==> src/include/wdt_map.vh <==
`ifndef WDT_MAP_VH
`define WDT_MAP_VH

// ----------------------------------------
// Register addresses
// ----------------------------------------
`define ADDR_RST_CAUSE 16'h0054
`define IO_ADDR_RST_CAUSE 16'h0034
`define ADDR_WDT_CTRL 16'h0060
`define IO_SPACE_OFFSET 16'h0020
`define IO_ADDR_MAX 16'h003f

// ----------------------------------------
// Reset cause field positions
// ----------------------------------------
`define RC_POWER_ON 0
`define RC_EXT_PIN 1
`define RC_BROWNOUT 2
`define RC_WATCHDOG 3
`define RC_DEBUG_PORT 4

// ----------------------------------------
// Watchdog control field positions
// ----------------------------------------
`define WC_PERIOD_LO 0
`define WC_RESET_EN 3
`define WC_UNLOCK 4
`define WC_PERIOD_HI 5
`define WC_IRQ_EN 6
`define WC_IRQ_FLAG 7

// ----------------------------------------
// Reset values
// ----------------------------------------
`define RST_CAUSE_RESET 8'h00
`define WDT_CTRL_RESET 8'h00

// ----------------------------------------
// Timing
// ----------------------------------------
`define SYS_CLK_HZ 20000000
`define WDT_OSC_HZ 128000
`define OSC_DIV_CYCLES (`SYS_CLK_HZ / `WDT_OSC_HZ)
`define UNLOCK_CYCLES 3'h4
`define BASE_PERIOD_TICKS 2048
`define PERIOD_SEL_MAX 4'h9

`endif

==> src/rtl/wdt_tick_counter.v <==
`include "wdt_map.vh"

module wdt_tick_counter #(
    parameter BASE_TICKS = `BASE_PERIOD_TICKS
) (
    // Clock and reset
    input wire i_clk_sys,
    input wire i_nrst,
    // Control
    input wire i_run,
    input wire i_restart,
    input wire [3:0] i_period_sel,
    // Event
    output reg o_expire
);

    // ----------------------------------------
    // Oscillator tick enable
    // ----------------------------------------
    // 20 MHz does not divide evenly to the oscillator rate; rounding down
    // makes the watchdog run slightly fast, never late.
    localparam integer DIV_LAST_FULL = (`OSC_DIV_CYCLES) - 1;
    localparam [7:0] DIV_LAST = DIV_LAST_FULL[7:0];
    reg [7:0] div_q;
    wire tick;

    assign tick = (div_q == DIV_LAST);

    always @(posedge i_clk_sys or negedge i_nrst) begin
        if (!i_nrst) begin
            div_q <= 8'h00;
        end else if (tick) begin
            div_q <= 8'h00;
        end else begin
            div_q <= div_q + 8'h01;
        end
    end

    // ----------------------------------------
    // Period count
    // ----------------------------------------
    reg [3:0] sel;
    reg [20:0] cnt_q;
    wire [20:0] limit;

    always @* begin
        sel = i_period_sel;
        if (sel > `PERIOD_SEL_MAX) begin
            sel = `PERIOD_SEL_MAX;
        end
    end

    assign limit = BASE_TICKS[20:0] << sel;

    always @(posedge i_clk_sys or negedge i_nrst) begin
        if (!i_nrst) begin
            cnt_q <= 21'h000000;
            o_expire <= 1'b0;
        end else begin
            o_expire <= 1'b0;
            if (i_restart || !i_run) begin
                cnt_q <= 21'h000000;
            end else if (tick) begin
                // Compare at or above, so a shorter period takes effect at once
                if (cnt_q + 21'h000001 >= limit) begin
                    cnt_q <= 21'h000000;
                    o_expire <= 1'b1;
                end else begin
                    cnt_q <= cnt_q + 21'h000001;
                end
            end
        end
    end

endmodule // wdt_tick_counter

==> src/rtl/wdt_reset_cause.v <==
`include "wdt_map.vh"

//
// Contract
// - Reset cause register at data 0x54, I/O 0x34, five low flags, resets to 0x01 (power-on flag set).
// - Short I/O address equals data offset minus 0x20, range 0x00 to 0x3F.
// - Extended space from 0x60 reachable only by data-space accesses.
// - Debug-port reset flag set by test-port reset register logic one.
// - Watchdog reset flag set on every watchdog system reset.
// - Brown-out reset flag set on every brown-out reset.
// - External pin reset flag set on every external reset.
// - Power-on clears four non-power flags; writing zero also clears each.
// - Power-on flag set by power-on, cleared only by writing zero.
// - Watchdog control at data 0x60, reset 0x00, fixed bit layout.
// - Interrupt flag set on time-out when interrupt action configured.
// - Interrupt flag cleared by vector execution or writing one.
// - Interrupt request needs flag, enable and global interrupt enable.
// - Fuse unprogrammed: reset/irq enables select stop, irq, reset, combined.
// - Combined mode vector clears enable and flag; second time-out resets.
// - Fuse programmed: always reset mode, enables ignored.
// - Clearing reset enable or period change needs unlock; unlock lasts four cycles.
// - Reset enable reads and acts set while watchdog reset flag set.
// - Period code selects 2048 doubling to 1048576 oscillator cycles.
// - Counter counts 128 kHz oscillator ticks independent of system clock; here ticks come from dividing the system clock by 156.
// - Reset mode time-out gives a one system clock reset pulse.
// - Fuse programmed holds reset enable one and interrupt enable zero.
//
module wdt_reset_cause #(
    parameter BASE_TICKS = `BASE_PERIOD_TICKS
) (
    // Clock and power-on reset
    input wire i_clk_sys,
    input wire i_nrst,
    // CPU register access
    input wire [15:0] i_addr,
    input wire i_io_space,
    input wire i_wr,
    input wire i_rd,
    input wire [7:0] i_wdata,
    output reg [7:0] o_rdata,
    // CPU events
    input wire i_wdt_restart,
    input wire i_wdt_vector_taken,
    input wire i_global_irq_enable,
    // Reset sources and fuse
    input wire i_ext_pin_reset,
    input wire i_brownout_reset,
    input wire i_debug_port_reset,
    input wire i_always_on_fuse_n,
    // Watchdog outputs
    output reg o_wdt_irq_req,
    output reg o_wdt_sys_reset
);

    // ----------------------------------------
    // Address decode
    // ----------------------------------------
    reg [15:0] eff_addr;
    reg addr_ok;
    wire hit_cause;
    wire hit_ctrl;
    wire wr_cause;
    wire wr_ctrl;

    always @* begin
        eff_addr = i_addr;
        addr_ok = 1'b1;
        if (i_io_space) begin
            // Short form only covers 64 locations below the extended space
            addr_ok = (i_addr <= `IO_ADDR_MAX);
            eff_addr = i_addr + `IO_SPACE_OFFSET;
        end
    end

    assign hit_cause = addr_ok && (eff_addr == `ADDR_RST_CAUSE);
    assign hit_ctrl = addr_ok && (eff_addr == `ADDR_WDT_CTRL);
    assign wr_cause = i_wr && hit_cause;
    assign wr_ctrl = i_wr && hit_ctrl;

    // ----------------------------------------
    // Fuse and effective mode
    // ----------------------------------------
    wire fuse_prog;
    reg wde_q;
    reg watchdog_irq_enable_q;
    reg watchdog_irq_flag_q;
    reg [3:0] wdp_q;
    reg [2:0] unlock_q;
    reg [4:0] cause_q;
    wire wde_eff;
    wire watchdog_irq_enable_eff;
    wire unlocked;
    wire run;

    assign fuse_prog = ~i_always_on_fuse_n;
    assign unlocked = (unlock_q != 3'h0);
    assign wde_eff = wde_q | cause_q[`RC_WATCHDOG] | fuse_prog;
    assign watchdog_irq_enable_eff = watchdog_irq_enable_q & ~fuse_prog;
    assign run = wde_eff | watchdog_irq_enable_eff;

    // ----------------------------------------
    // Watchdog counter
    // ----------------------------------------
    wire expire;
    wire any_reset;
    reg fire;

    assign any_reset = i_ext_pin_reset | i_brownout_reset | i_debug_port_reset;

    wdt_tick_counter #(
        .BASE_TICKS(BASE_TICKS)
    ) u_counter (
        .i_clk_sys(i_clk_sys),
        .i_nrst(i_nrst),
        .i_run(run),
        .i_restart(i_wdt_restart | fire | any_reset),
        .i_period_sel(wdp_q),
        .o_expire(expire)
    );

    // ----------------------------------------
    // Time-out action
    // ----------------------------------------
    reg set_irq;

    always @* begin
        set_irq = 1'b0;
        fire = 1'b0;
        if (expire) begin
            if (watchdog_irq_enable_eff && !wde_eff) begin
                set_irq = 1'b1;
            end else if (wde_eff && !watchdog_irq_enable_eff) begin
                fire = 1'b1;
            end else if (wde_eff && watchdog_irq_enable_eff) begin
                // Flag still pending means the handler never ran
                if (watchdog_irq_flag_q) begin
                    fire = 1'b1;
                end else begin
                    set_irq = 1'b1;
                end
            end
        end
    end

    // ----------------------------------------
    // Reset cause flags
    // ----------------------------------------
    reg [4:0] cause_d;

    always @* begin
        cause_d = cause_q;
        if (wr_cause) begin
            cause_d = cause_q & i_wdata[4:0];
        end
        // Set wins over a clearing write in the same cycle
        if (i_debug_port_reset) begin
            cause_d[`RC_DEBUG_PORT] = 1'b1;
        end
        if (fire) begin
            cause_d[`RC_WATCHDOG] = 1'b1;
        end
        if (i_brownout_reset) begin
            cause_d[`RC_BROWNOUT] = 1'b1;
        end
        if (i_ext_pin_reset) begin
            cause_d[`RC_EXT_PIN] = 1'b1;
        end
    end

    // Power-on clears the four event flags and sets the power-on flag
    always @(posedge i_clk_sys or negedge i_nrst) begin
        if (!i_nrst) begin
            cause_q <= 5'h01;
        end else begin
            cause_q <= cause_d;
        end
    end

    // ----------------------------------------
    // Watchdog control register
    // ----------------------------------------
    reg wde_d;
    reg watchdog_irq_enable_d;
    reg watchdog_irq_flag_d;
    reg [3:0] wdp_d;
    reg [2:0] unlock_d;
    localparam [7:0] CTRL_RESET = `WDT_CTRL_RESET;

    always @* begin
        wde_d = wde_q;
        watchdog_irq_enable_d = watchdog_irq_enable_q;
        watchdog_irq_flag_d = watchdog_irq_flag_q;
        wdp_d = wdp_q;
        unlock_d = unlocked ? unlock_q - 3'h1 : 3'h0;
        if (wr_ctrl) begin
            watchdog_irq_enable_d = i_wdata[`WC_IRQ_EN];
            if (i_wdata[`WC_IRQ_FLAG]) begin
                watchdog_irq_flag_d = 1'b0;
            end
            if (i_wdata[`WC_UNLOCK]) begin
                // Opening write only sets the reset enable, never changes period
                unlock_d = `UNLOCK_CYCLES;
                wde_d = wde_q | i_wdata[`WC_RESET_EN];
            end else if (unlocked) begin
                wde_d = i_wdata[`WC_RESET_EN];
                wdp_d = {i_wdata[`WC_PERIOD_HI], i_wdata[2:0]};
                unlock_d = 3'h0;
            end else begin
                wde_d = wde_q | i_wdata[`WC_RESET_EN];
            end
        end
        if (i_wdt_vector_taken) begin
            watchdog_irq_flag_d = 1'b0;
            if (wde_eff && watchdog_irq_enable_eff) begin
                watchdog_irq_enable_d = 1'b0;
            end
        end
        if (set_irq) begin
            watchdog_irq_flag_d = 1'b1;
        end
        if (cause_q[`RC_WATCHDOG]) begin
            wde_d = 1'b1;
        end
        // Any system reset returns the control register to its reset value
        if (fire || any_reset) begin
            wde_d = CTRL_RESET[`WC_RESET_EN];
            watchdog_irq_enable_d = CTRL_RESET[`WC_IRQ_EN];
            watchdog_irq_flag_d = CTRL_RESET[`WC_IRQ_FLAG];
            wdp_d = {CTRL_RESET[`WC_PERIOD_HI], CTRL_RESET[2:0]};
            unlock_d = 3'h0;
        end
    end

    always @(posedge i_clk_sys or negedge i_nrst) begin
        if (!i_nrst) begin
            wde_q <= 1'b0;
            watchdog_irq_enable_q <= 1'b0;
            watchdog_irq_flag_q <= 1'b0;
            wdp_q <= 4'h0;
            unlock_q <= 3'h0;
        end else begin
            wde_q <= wde_d;
            watchdog_irq_enable_q <= watchdog_irq_enable_d;
            watchdog_irq_flag_q <= watchdog_irq_flag_d;
            wdp_q <= wdp_d;
            unlock_q <= unlock_d;
        end
    end

    // ----------------------------------------
    // Read data
    // ----------------------------------------
    reg [7:0] rd_d;

    always @* begin
        rd_d = 8'h00;
        if (hit_cause) begin
            rd_d = {3'h0, cause_q};
        end else if (hit_ctrl) begin
            rd_d = {watchdog_irq_flag_q, watchdog_irq_enable_eff, wdp_q[3], unlocked, wde_eff, wdp_q[2:0]};
        end
    end

    // ----------------------------------------
    // Outputs
    // ----------------------------------------
    always @(posedge i_clk_sys or negedge i_nrst) begin
        if (!i_nrst) begin
            o_rdata <= 8'h00;
            o_wdt_irq_req <= 1'b0;
            o_wdt_sys_reset <= 1'b0;
        end else begin
            o_rdata <= i_rd ? rd_d : 8'h00;
            o_wdt_irq_req <= watchdog_irq_flag_q & watchdog_irq_enable_eff & i_global_irq_enable;
            o_wdt_sys_reset <= fire;
        end
    end

endmodule // wdt_reset_cause

==> config.mk <==
export PLATFORM = sky130hd
export DESIGN_NAME = wdt_reset_cause
export DESIGN_NICKNAME = d
export VERILOG_FILES = /design/src/rtl/wdt_tick_counter.v /design/src/rtl/wdt_reset_cause.v
export VERILOG_INCLUDE_DIRS = /design/src /design/src/include
export SDC_FILE = /design/constraint.sdc
export NUM_CORES = 1
export LEC_CHECK = 0
export ABC_AREA = 1
export BUFFER_PORTS_ARGS = -buffer_cell sky130_fd_sc_hd__buf_2
export CORE_UTILIZATION = 59
export CTS_CLUSTER_SIZE = 30
export DETAILED_ROUTE_END_ITERATION = 6
export GPL_ROUTABILITY_DRIVEN = 0
export GPL_TIMING_DRIVEN = 0
export PLACE_DENSITY = 0.92
export SLEW_MARGIN = 0
export SYNTH_ARGS = -nofsm -noshare
export SYNTH_HDL_FRONTEND = slang
export SYNTH_SLANG_ARGS = --single-unit
==> constraint.sdc <==
create_clock -name i_clk_sys -period 3.2 [get_ports i_clk_sys]
set_input_delay 0.16 -clock i_clk_sys [delete_from_list [all_inputs] [get_ports i_clk_sys]]
set_output_delay 0.16 -clock i_clk_sys [all_outputs]
set_load 0.01 [all_outputs]
==> results.cfg, run 1 <==
[sta]
period_minus_slack_ns = 3.03
finalHoldViolations = 0
worst_slew_margin_rel_pct = 53.5
setup_ws_ns = 0.165
timing.final.crit_share_pct = 94.8
hold_ws_ns = 0.0285
setup_viol = 0
fin_tns_setup_ns = 0
fmax_mhz = 330
finClkSkew_ns = 0.0130
tightest_slew_ns = 0.698
final_max_slew_viol_count = 0

[clock_tree]
clk-insertion-delay-late_ns = 0.32
clk_pin_slew_ns = 0.11
cts_sinks = 55
clockRootBuffer = clkbuf_8
htree_num_levels = 2
cts_tree = yes
cts_made_buffers = 5
clock_path_buffers = 2

[placed_design]
dp_hpwl_um = 6740
numPortBuffers = 44
dp_cells = 652
dp_slack_ns = -0.424
placed_area_mm2 = 0.00404

[power]
clkPwrFrac_pct = 37.0
seqPwrFrac_pct = 52.9
p_leak_nw = 2.26
p_int_mw = 0.979
cellPowerDensity_mw_per_mm2 = 306
pwr-share-comb_pct = 10.1
p_sw_share_pct = 25.7
total_power_mw = 1.32
ir_drop_v = 0.000217
switchingPower_mw = 0.338

[synthesis]
synth_nets = 584
syn_area_mm2 = 0.00372
ys.warnings.count = 0
netlist_instances = 533
ys_ff_latch = 55
async_reset_ff_share_pct = 100
synth_edf_count = 0
ys_types = 34
synth_ff_type = dfrtp_1
avgSynthCellArea_um2 = 6.98
ys_seq_area_share_pct = 37.0

[floorplanning]
die_w_um = 81.4
die_h_um = 81.4
start_util_pct = 62.1
ios = 46
core_area_mm2 = 0.00599
dieArea_mm2 = 0.00663
rows = 28

[critical_path]
r2r_end = u_counter.o_expire
crit_path_max_incr_delay_ns = 0.42
rr_worst_depth = 19
cp_cell_sequence = inv_1 -> nor3_2 -> nand2_1 -> nor3_2 -> nand2_1 -> xor2_1 -> inv_1 -> ha_1 -> nand2_1 -> nor2_1 -> nand4_1 -> nor2_1 -> nand3_1 -> nor2_2 -> nor2_4 -> nand2_4 -> buf_6 -> nand3_1 -> inv_1
cp-start-kind = register
path_max_fanout = 10
arrival_ns = 3.30
cp-end-kind = register
r2r_slack_ns = 0.17
path_class = reg -> reg
critical_path_required_ns = 3.47
r2r-start = u_counter.cnt_q[7]
cpMaxStageDelayCell = dfrtp_1

[layout]
final_cell_area_mm2 = 0.00430
fin_nets = 642
final_util_pct = 71.8
fillers = 415
multi_input_area_mm2 = 0.00205
final_cells = 667
drive_gt1_share_pct = 16.0
syn_to_final_growth_pct = 15.6
insertedDiodeCount = 0
seq_area_mm2 = 0.00138

[detailed_routing]
vias = 3842
drtIter0Drc = 351
route.detailed.drc = 0
detail-route-antenna-nets = 0
routed_wl_um = 9570
first_pass_iters = 5
wl_per_cell_um = 14.3
vias_per_cell = 5.76

[global_route]
gr-max-usage-layer = met2
grt_pass1_wl_um = 15400
grt_antenna_before_repair = 0
grtUsageTotal_pct = 30.0
grt_start_max_net_pins = 56
use_met1_pct = 35.9
use_met2_pct = 52.7
grt_overflow_total = 0
use_met3_pct = 6.56
grt_pass1_vias = 3649

[outcome]
status = finished clean

[worst_hold_path]
min_path_type = in -> reg
whs_endpoint = cause_q[1]
hp-start = i_ext_pin_reset
hold_path_depth = 2

[job]
maxCapViolCount = 0
## state kept, by name, indices dropped and copies added (netlist names)
signal / flops
o_rdata: 8
wde_q: 1
u_counter.div_q: 8
o_wdt_sys_reset: 1
cause_q: 5
o_wdt_irq_req: 1
unlock_q: 3
watchdog_irq_enable_q: 1
u_counter.cnt_q: 21
wdp_q: 4
u_counter.o_expire: 1
watchdog_irq_flag_q: 1
## cell families (layout without fill, tap and decap cells)
| logic type | count (synthesis) | in the layout | share of synthesized area [%] |
|---|---|---|---|
| fa+ha+maj | 15 | 15 | 5.04 |
| compound gates | 50 | 50 | 7.33 |
| buf+inv | 98 | 157 | 10.1 |
| flops | 55 | 55 | 37.0 |
| xor+xnor | 14 | 14 | 3.29 |
| simple gates | 301 | 301 | 37.2 |
## layer usage
layer	part of all wire [%]	up-vias	wire, um
met5	0	-	0
met1	39	1769	3780
li1	-	1840	-
met4	3.1	0	296
met3	7.0	46	670
met2	50	187	4820
## Yosys cell counts, types with 2 or more instances
cell type	number	area share, %
clkinv_1	2	0.20
nand3_2	2	0.54
nand3_1	34	4.6
xnor2_1	2	0.47
ha_1	15	5.0
nor4_1	3	0.50
inv_1	85	8.6
clkbuf_1	5	0.50
a21oi_1	11	1.5
o21ai_1	7	0.94
nand3b_1	2	0.40
nand2_2	4	0.67
nand2_1	145	15
a21o_1	3	0.60
o21ai_0	23	3.1
buf_2	6	0.81
o21bai_1	2	0.40
nor2_1	46	4.6
xor2_1	12	2.8
nand4_1	36	6.1
nor3_1	19	2.6
nor2_4	3	0.91
dfrtp_1	54	36
nor2_2	2	0.34
## power groups by stage
stage                     Clock [mW]  Combinational [mW]  Sequential (mW)
after floorplan                    0              0.0620            0.710
after global placement             0               0.116            0.710
after detailed placement           0               0.121            0.710
after CTS                      0.490               0.124            0.697
after global routing           0.521               0.151            0.697
final                          0.488               0.133            0.697
## critical path, delay by kind of cell (launching register included)
kind                     cells  cell delay, ns
adder cells (fa/ha/maj)      1            0.28
AND/OR/NAND/NOR             13            1.75
buffers and inverters        4            0.40
flip-flops                   1            0.42
XOR/XNOR                     1            0.14
## worst max-delay path by stage
stage	from	endpoint	cells after the start
floorplan	u_counter.cnt_q[0]	u_counter.o_expire	19
finish	u_counter.cnt_q[7]	u_counter.o_expire	19
detailed placement	u_counter.cnt_q[0]	u_counter.o_expire	19
global route	u_counter.cnt_q[7]	u_counter.o_expire	19
CTS	u_counter.cnt_q[1]	u_counter.o_expire	19
global placement	u_counter.cnt_q[0]	u_counter.cnt_q[17]	18
## placed cells by master (no fill, tap or decap), types with 4 or more instances in the layout
cell type,n
nand2_1,145
inv_1,85
dfrtp_1,49
buf_2,48
nor2_1,43
nand4_1,36
nand3_1,32
o21ai_0,23
nor3_1,16
ha_1,14
xor2_1,12
a21oi_1,11
o21ai_1,7
buf_4,7
clkbuf_1,5
clkbuf_8,5
dfrtp_2,5
nor2_2,4
nor2_4,4
## final cells by class
| cell class | instances | area share, % |
|---|---|---|
| Multi-Input combinational cell | 380 | 47.6 |
| Sequential cell | 55 | 32.2 |
| Inverter | 87 | 7.59 |
| Timing Repair Buffer | 51 | 6.46 |
| Tap cell | 75 | 2.18 |
| Clock buffer | 5 | 1.60 |
| Buffer | 11 | 1.28 |
| Clock inverter | 3 | 1.10 |
## timing repair
item,4_1_cts,5_1_grt
endpoints found under the setup margin,22,15
pin swaps,1,7
resized for setup,8,15
hold endpoints to repair,0,54
buffers inserted,1,5
hold buffers,0,1
(Power assumes the default switching activity.)
==> run 2, diff against run 1 <==
- PLACE_DENSITY: 0.92 -> 0.91
==> run 2 against run 1 <==
  * Die area unchanged
  * Global-route usage decreased by 1.0 points
  * Sequential share of layout area decreased by 0.16 points
  * Flip-flop and latch count unchanged
  * Critical path depth decreased by 1
  * Clock skew increased by 0.0018 ns
  * Register-to-register slack got worse by 0.08 ns
==> results.cfg, run 2 (synthesis results as in run 1) <==
[layout]
fin_nets = 644
insertedDiodeCount = 0
final_common_cell = nand2_1
drive_gt1_share_pct = 16.3
seq_area_mm2 = 0.00138
layout_common_cells = nand2_1 (145), inv_1 (84), dfrtp_1 (49)
largest_reg_flops = 21
top_register = u_counter.cnt_q
largest_registers = u_counter.cnt_q: 21 flops, o_rdata: 8 flops, u_counter.div_q: 8 flops
final_cells = 669
final_cell_area_mm2 = 0.00432
multi_input_area_mm2 = 0.00206
final_util_pct = 72.2
syn_to_final_growth_pct = 16.2
fillers = 441

[global_route]
grt_antenna_before_repair = 0
grt_pass1_wl_um = 14800
grt_overflow_total = 0
grtUsageTotal_pct = 29.0
grt_start_max_net_pins = 56
grt_pass1_vias = 3485

[critical_path]
path_max_fanout = 10
cp-start-kind = register
rr_worst_depth = 18
path_class = reg -> reg
cp-end-kind = register
critical_path_required_ns = 3.41
r2r-start = u_counter.cnt_q[0]
r2r_end = u_counter.cnt_q[18]
arrival_ns = 3.33
r2r_slack_ns = 0.08

[floorplanning]
dieArea_mm2 = 0.00663
core_area_mm2 = 0.00599
die_w_um = 81.4
start_util_pct = 62.1
die_h_um = 81.4
ios = 46
rows = 28

[clock_tree]
clk_pin_slew_ns = 0.11
cts_tree = yes
clockRootBuffer = clkbuf_8
cts_sinks = 55
clock_path_buffers = 2
htree_num_levels = 2
cts_made_buffers = 5
clk-insertion-delay-late_ns = 0.33

[detailed_routing]
detail-route-antenna-nets = 0
vias_per_cell = 5.69
drtIter0Drc = 432
vias = 3805
first_pass_iters = 5
routed_wl_um = 9480
route.detailed.drc = 0
wl_per_cell_um = 14.2

[placed_design]
dp_cells = 652
dp_hpwl_um = 6680
numPortBuffers = 44
placed_area_mm2 = 0.00404
dp_slack_ns = -0.487

[worst_hold_path]
whs_endpoint = cause_q[1]
hp-start = i_ext_pin_reset
hold_path_depth = 2
min_path_type = in -> reg

[sta]
final_max_slew_viol_count = 0
setup_ws_ns = 0.0839
tightest_slew_ns = 0.711
fin_tns_setup_ns = 0
setup_viol = 0
hold_ws_ns = 0.0270
period_minus_slack_ns = 3.12
worst_slew_margin_rel_pct = 52.6
timing.final.crit_share_pct = 97.4
finClkSkew_ns = 0.0148
finalHoldViolations = 0
fmax_mhz = 321

[job]
maxCapViolCount = 0

[power]
cellPowerDensity_mw_per_mm2 = 303
p_leak_nw = 2.28
total_power_mw = 1.31
ir_drop_v = 0.000346

[outcome]
status = finished clean
run 2: layout make-up:
| type | instances | area share [%] |
|---|---|---|
| buffer | 11 | 1.27 |
| clock buffer | 6 | 1.68 |
| clock inverter | 2 | 0.897 |
| inverter | 87 | 7.55 |
| multi-input combinational | 380 | 47.7 |
| sequential | 55 | 32.0 |
| tap | 75 | 2.17 |
| timing repair buffer | 53 | 6.77 |
run 2: layer usage:
layer | routed length (um) | vias to the layer above | share of wire, % | track usage (%)
li1 | - | 1841 | - | -
met2 | 4710 | 182 | 50 | 52.8
met4 | 305 | 0 | 3.2 | 11.6
met3 | 643 | 40 | 6.8 | 4.67
met1 | 3830 | 1742 | 40 | 33.7
met5 | 0 | - | 0 | 0
run 2: worst max path at each step:
stage	slack (ns)	from	endpoint
6_report	0.08	u_counter.cnt_q[0]	u_counter.cnt_q[18]
5_1_grt	-0.10	u_counter.cnt_q[0]	u_counter.cnt_q[18]
4_1_cts	0.04	u_counter.cnt_q[0]	u_counter.cnt_q[17]
3_5_place_dp	-0.49	u_counter.cnt_q[0]	u_counter.cnt_q[19]
3_3_place_gp	-0.35	u_counter.cnt_q[0]	u_counter.cnt_q[19]
2_1_floorplan	0.31	u_counter.cnt_q[0]	u_counter.o_expire
run 2: worst max-delay path, stage by stage (launching register included):
cell and delay (ns):
dfrtp_2 0.41, ha_4 0.20, nand3_4 0.13, nor3_4 0.20
nand3_2 0.16, nor2_4 0.15, xnor2_1 0.15, inv_2 0.09
ha_4 0.28, nand2_1 0.05, nor2_1 0.13, nand4_1 0.17
nor2_1 0.17, nand3_1 0.10, nor2_2 0.16, nor2_4 0.06
nand2_2 0.12, buf_6 0.17, o21ai_0 0.10
run 2: power by group:
part           internal, mW  total (mW)  leakage, nW  switching [mW]
registers             0.696       0.697        0.726        0.000625
clock network         0.237       0.479       0.0558           0.242
logic                0.0468       0.135         1.50          0.0883
total                 0.980        1.31         2.28           0.331
run 2: timing repair:
item	4_1_cts	5_1_grt
resized for setup	7	18
pin swaps	0	6
hold buffers	0	1
hold endpoints to repair	0	54
endpoints found under the setup margin	22	15
buffers inserted	2	6
==> run 3, diff against run 2 <==
- BUFFER_PORTS_ARGS: -buffer_cell sky130_fd_sc_hd__buf_2 -> -buffer_cell sky130_fd_sc_hd__buf_4
==> run 3 against run 2 <==
  * Via count did not move
  * Sequential power barely moved
  * Register-to-register slack improved by 0.04 ns
  * Clock-buffer cell count rose by 1
  * Non-clock buffer count fell by 2
  * First-iteration DRC count fell by 27%
  * Clock skew fell by 0.0085 ns
  * Core utilization rose by 1.4 points
  * Die area did not move
  * Wire length fell by 1.1%
  * Clock power fell by 13%
  * Critical endpoint is now u_counter.cnt_q[17]
  * Largest cell class unchanged
==> results.cfg, run 3 (synthesis results as in run 1) <==
[placed_design]
dp_slack_ns = -0.429
placed_area_mm2 = 0.00415
numPortBuffers = 44
dp_hpwl_um = 6780

[detailed_routing]
wl_per_cell_um = 14.0
drtIter0Drc = 316
route.detailed.drc = 0
first_pass_iters = 5
detail-route-antenna-nets = 0
vias = 3805
vias_per_cell = 5.70
routed_wl_um = 9370

[floorplanning]
ios = 46
start_util_pct = 62.1
core_area_mm2 = 0.00599
dieArea_mm2 = 0.00663
die_w_um = 81.4
die_h_um = 81.4
rows = 28

[layout]
fillers = 439
drive_gt1_share_pct = 15.9
top_register = u_counter.cnt_q
syn_to_final_growth_pct = 18.4
fin_nets = 642
insertedDiodeCount = 0
final_util_pct = 73.6
layout_common_cells = nand2_1 (143), inv_1 (85), dfrtp_1 (52)
final_common_cell = nand2_1
largest_reg_flops = 21
final_cell_area_mm2 = 0.00441
largest_registers = u_counter.cnt_q: 21 flops, o_rdata: 8 flops, u_counter.div_q: 8 flops

[power]
p_sw_share_pct = 26.0
total_power_mw = 1.26
switchingPower_mw = 0.326
p_leak_nw = 2.31
seqPwrFrac_pct = 55.5
cellPowerDensity_mw_per_mm2 = 285
clkPwrFrac_pct = 33.1
p_int_mw = 0.929
ir_drop_v = 0.000224
pwr-share-comb_pct = 11.4

[sta]
worst_slew_margin_rel_pct = 53.2
setup_ws_ns = 0.126
final_max_slew_viol_count = 0
period_minus_slack_ns = 3.07
setup_viol = 0
finClkSkew_ns = 0.00634
finalHoldViolations = 0
fin_tns_setup_ns = 0
timing.final.crit_share_pct = 96.0
fmax_mhz = 325
tightest_slew_ns = 0.702

[critical_path]
path_class = reg -> reg
critical_path_required_ns = 3.44
cp-end-kind = register
cp-start-kind = register
arrival_ns = 3.31
crit_start = u_counter.cnt_q[1]
path_max_fanout = 10
r2r-start = u_counter.cnt_q[1]

[clock_tree]
cts_made_buffers = 5
cts_sinks = 55
cts_tree = yes
clk_pin_slew_ns = 0.10
htree_num_levels = 2
clockRootBuffer = clkbuf_8
clk-insertion-delay-late_ns = 0.32
clock_path_buffers = 2

[global_route]
use_met2_pct = 51.0
use_met1_pct = 35.1
grt_pass1_wl_um = 15300
gr-max-usage-layer = met2
grtUsageTotal_pct = 29.6
grt_start_max_net_pins = 56
grt_antenna_before_repair = 0
grt_overflow_total = 0
use_met3_pct = 6.22
grt_pass1_vias = 3679

[outcome]
status = finished clean

[worst_hold_path]
hp-start = i_debug_port_reset
min_path_type = in -> reg

[job]
maxCapViolCount = 0
==> run 3: changes by cell type in the layout (fill, tap and decap cells not counted), sizes merged <==
cell and delta:
clkinv +1, inv -1, bufinv -1, buf -2
clkbuf +1
==> run 3: layout make-up <==
type	count	area [um2]	share of cell area [%]
Sequential cell	55	1380	31.3
Clock inverter	1	8.76	0.199
Buffer	11	55.1	1.25
Inverter	87	327	7.41
Timing Repair Buffer	51	385	8.75
Clock buffer	7	86.3	1.96
Tap cell	75	93.8	2.13
Multi-Input combinational cell	380	2070	47.0
==> run 3: worst paths after layout <==
path                                       endpoint  slack (ns)  depth (start not counted)
worst max-delay path            u_counter.cnt_q[17]        0.13                         19
worst min-delay path                     cause_q[4]        0.04                          2
worst max register to register  u_counter.cnt_q[17]        0.13                         19
worst min register to register           cause_q[0]        0.45                          2
max in group asynchronous        u_counter.cnt_q[9]        2.28                          2
min in group asynchronous        u_counter.div_q[3]        0.43                          2
==> run 3: routing by layer <==
layer  vias to the layer above  part of all wire, %
li1                       1839                    -
met1                      1748                   40
met2                       181                   50
met3                        37                  6.8
met4                         0                  3.2
met5                         -                    0
==> run 3: critical path, cell delays in order (launching register included) <==
cell     delay [ns]
dfrtp_1        0.44
ha_4           0.19
nand3_2        0.15
nor3_2         0.23
nand3_2        0.15
nor2_4         0.14
nand3_1        0.06
o21ai_0        0.07
inv_1          0.08
ha_1           0.32
nand2_1        0.08
inv_1          0.05
nand4_1        0.13
nor2_1         0.07
nand3_1        0.11
nor2_2         0.06
nor2_4         0.24
nand2_4        0.11
buf_6          0.16
o21ai_0        0.15
==> run 3: power groups by stage <==
stage / clock network [mW] / logic [mW] / registers, mW
after floorplan: 0 / 0.0620 / 0.710
after global routing: 0.445 / 0.160 / 0.697
after detailed placement: 0 / 0.134 / 0.710
after CTS: 0.417 / 0.138 / 0.697
after global placement: 0 / 0.129 / 0.710
final: 0.416 / 0.143 / 0.697
==> run 3: per-stage QoR <==
stage / cells / hold WS (ns)
after floorplan: 533 / -0.136
after global routing: 667 / 0.0276
final: 667 / 0.0353
after detailed placement: 652 / 0.253
after global placement: 652 / 0.249
after CTS: 662 / 0.0379
==> run 3: timing repair <==
| action | 4_1_cts | 5_1_grt |
|---|---|---|
| hold buffers | 1 | 0 |
| gates resized for setup | 6 | 17 |
| setup buffers | 1 | 5 |
| pin swaps | 0 | 9 |
| hold endpoints to repair | 54 | 0 |
| setup endpoints to repair | 22 | 22 |
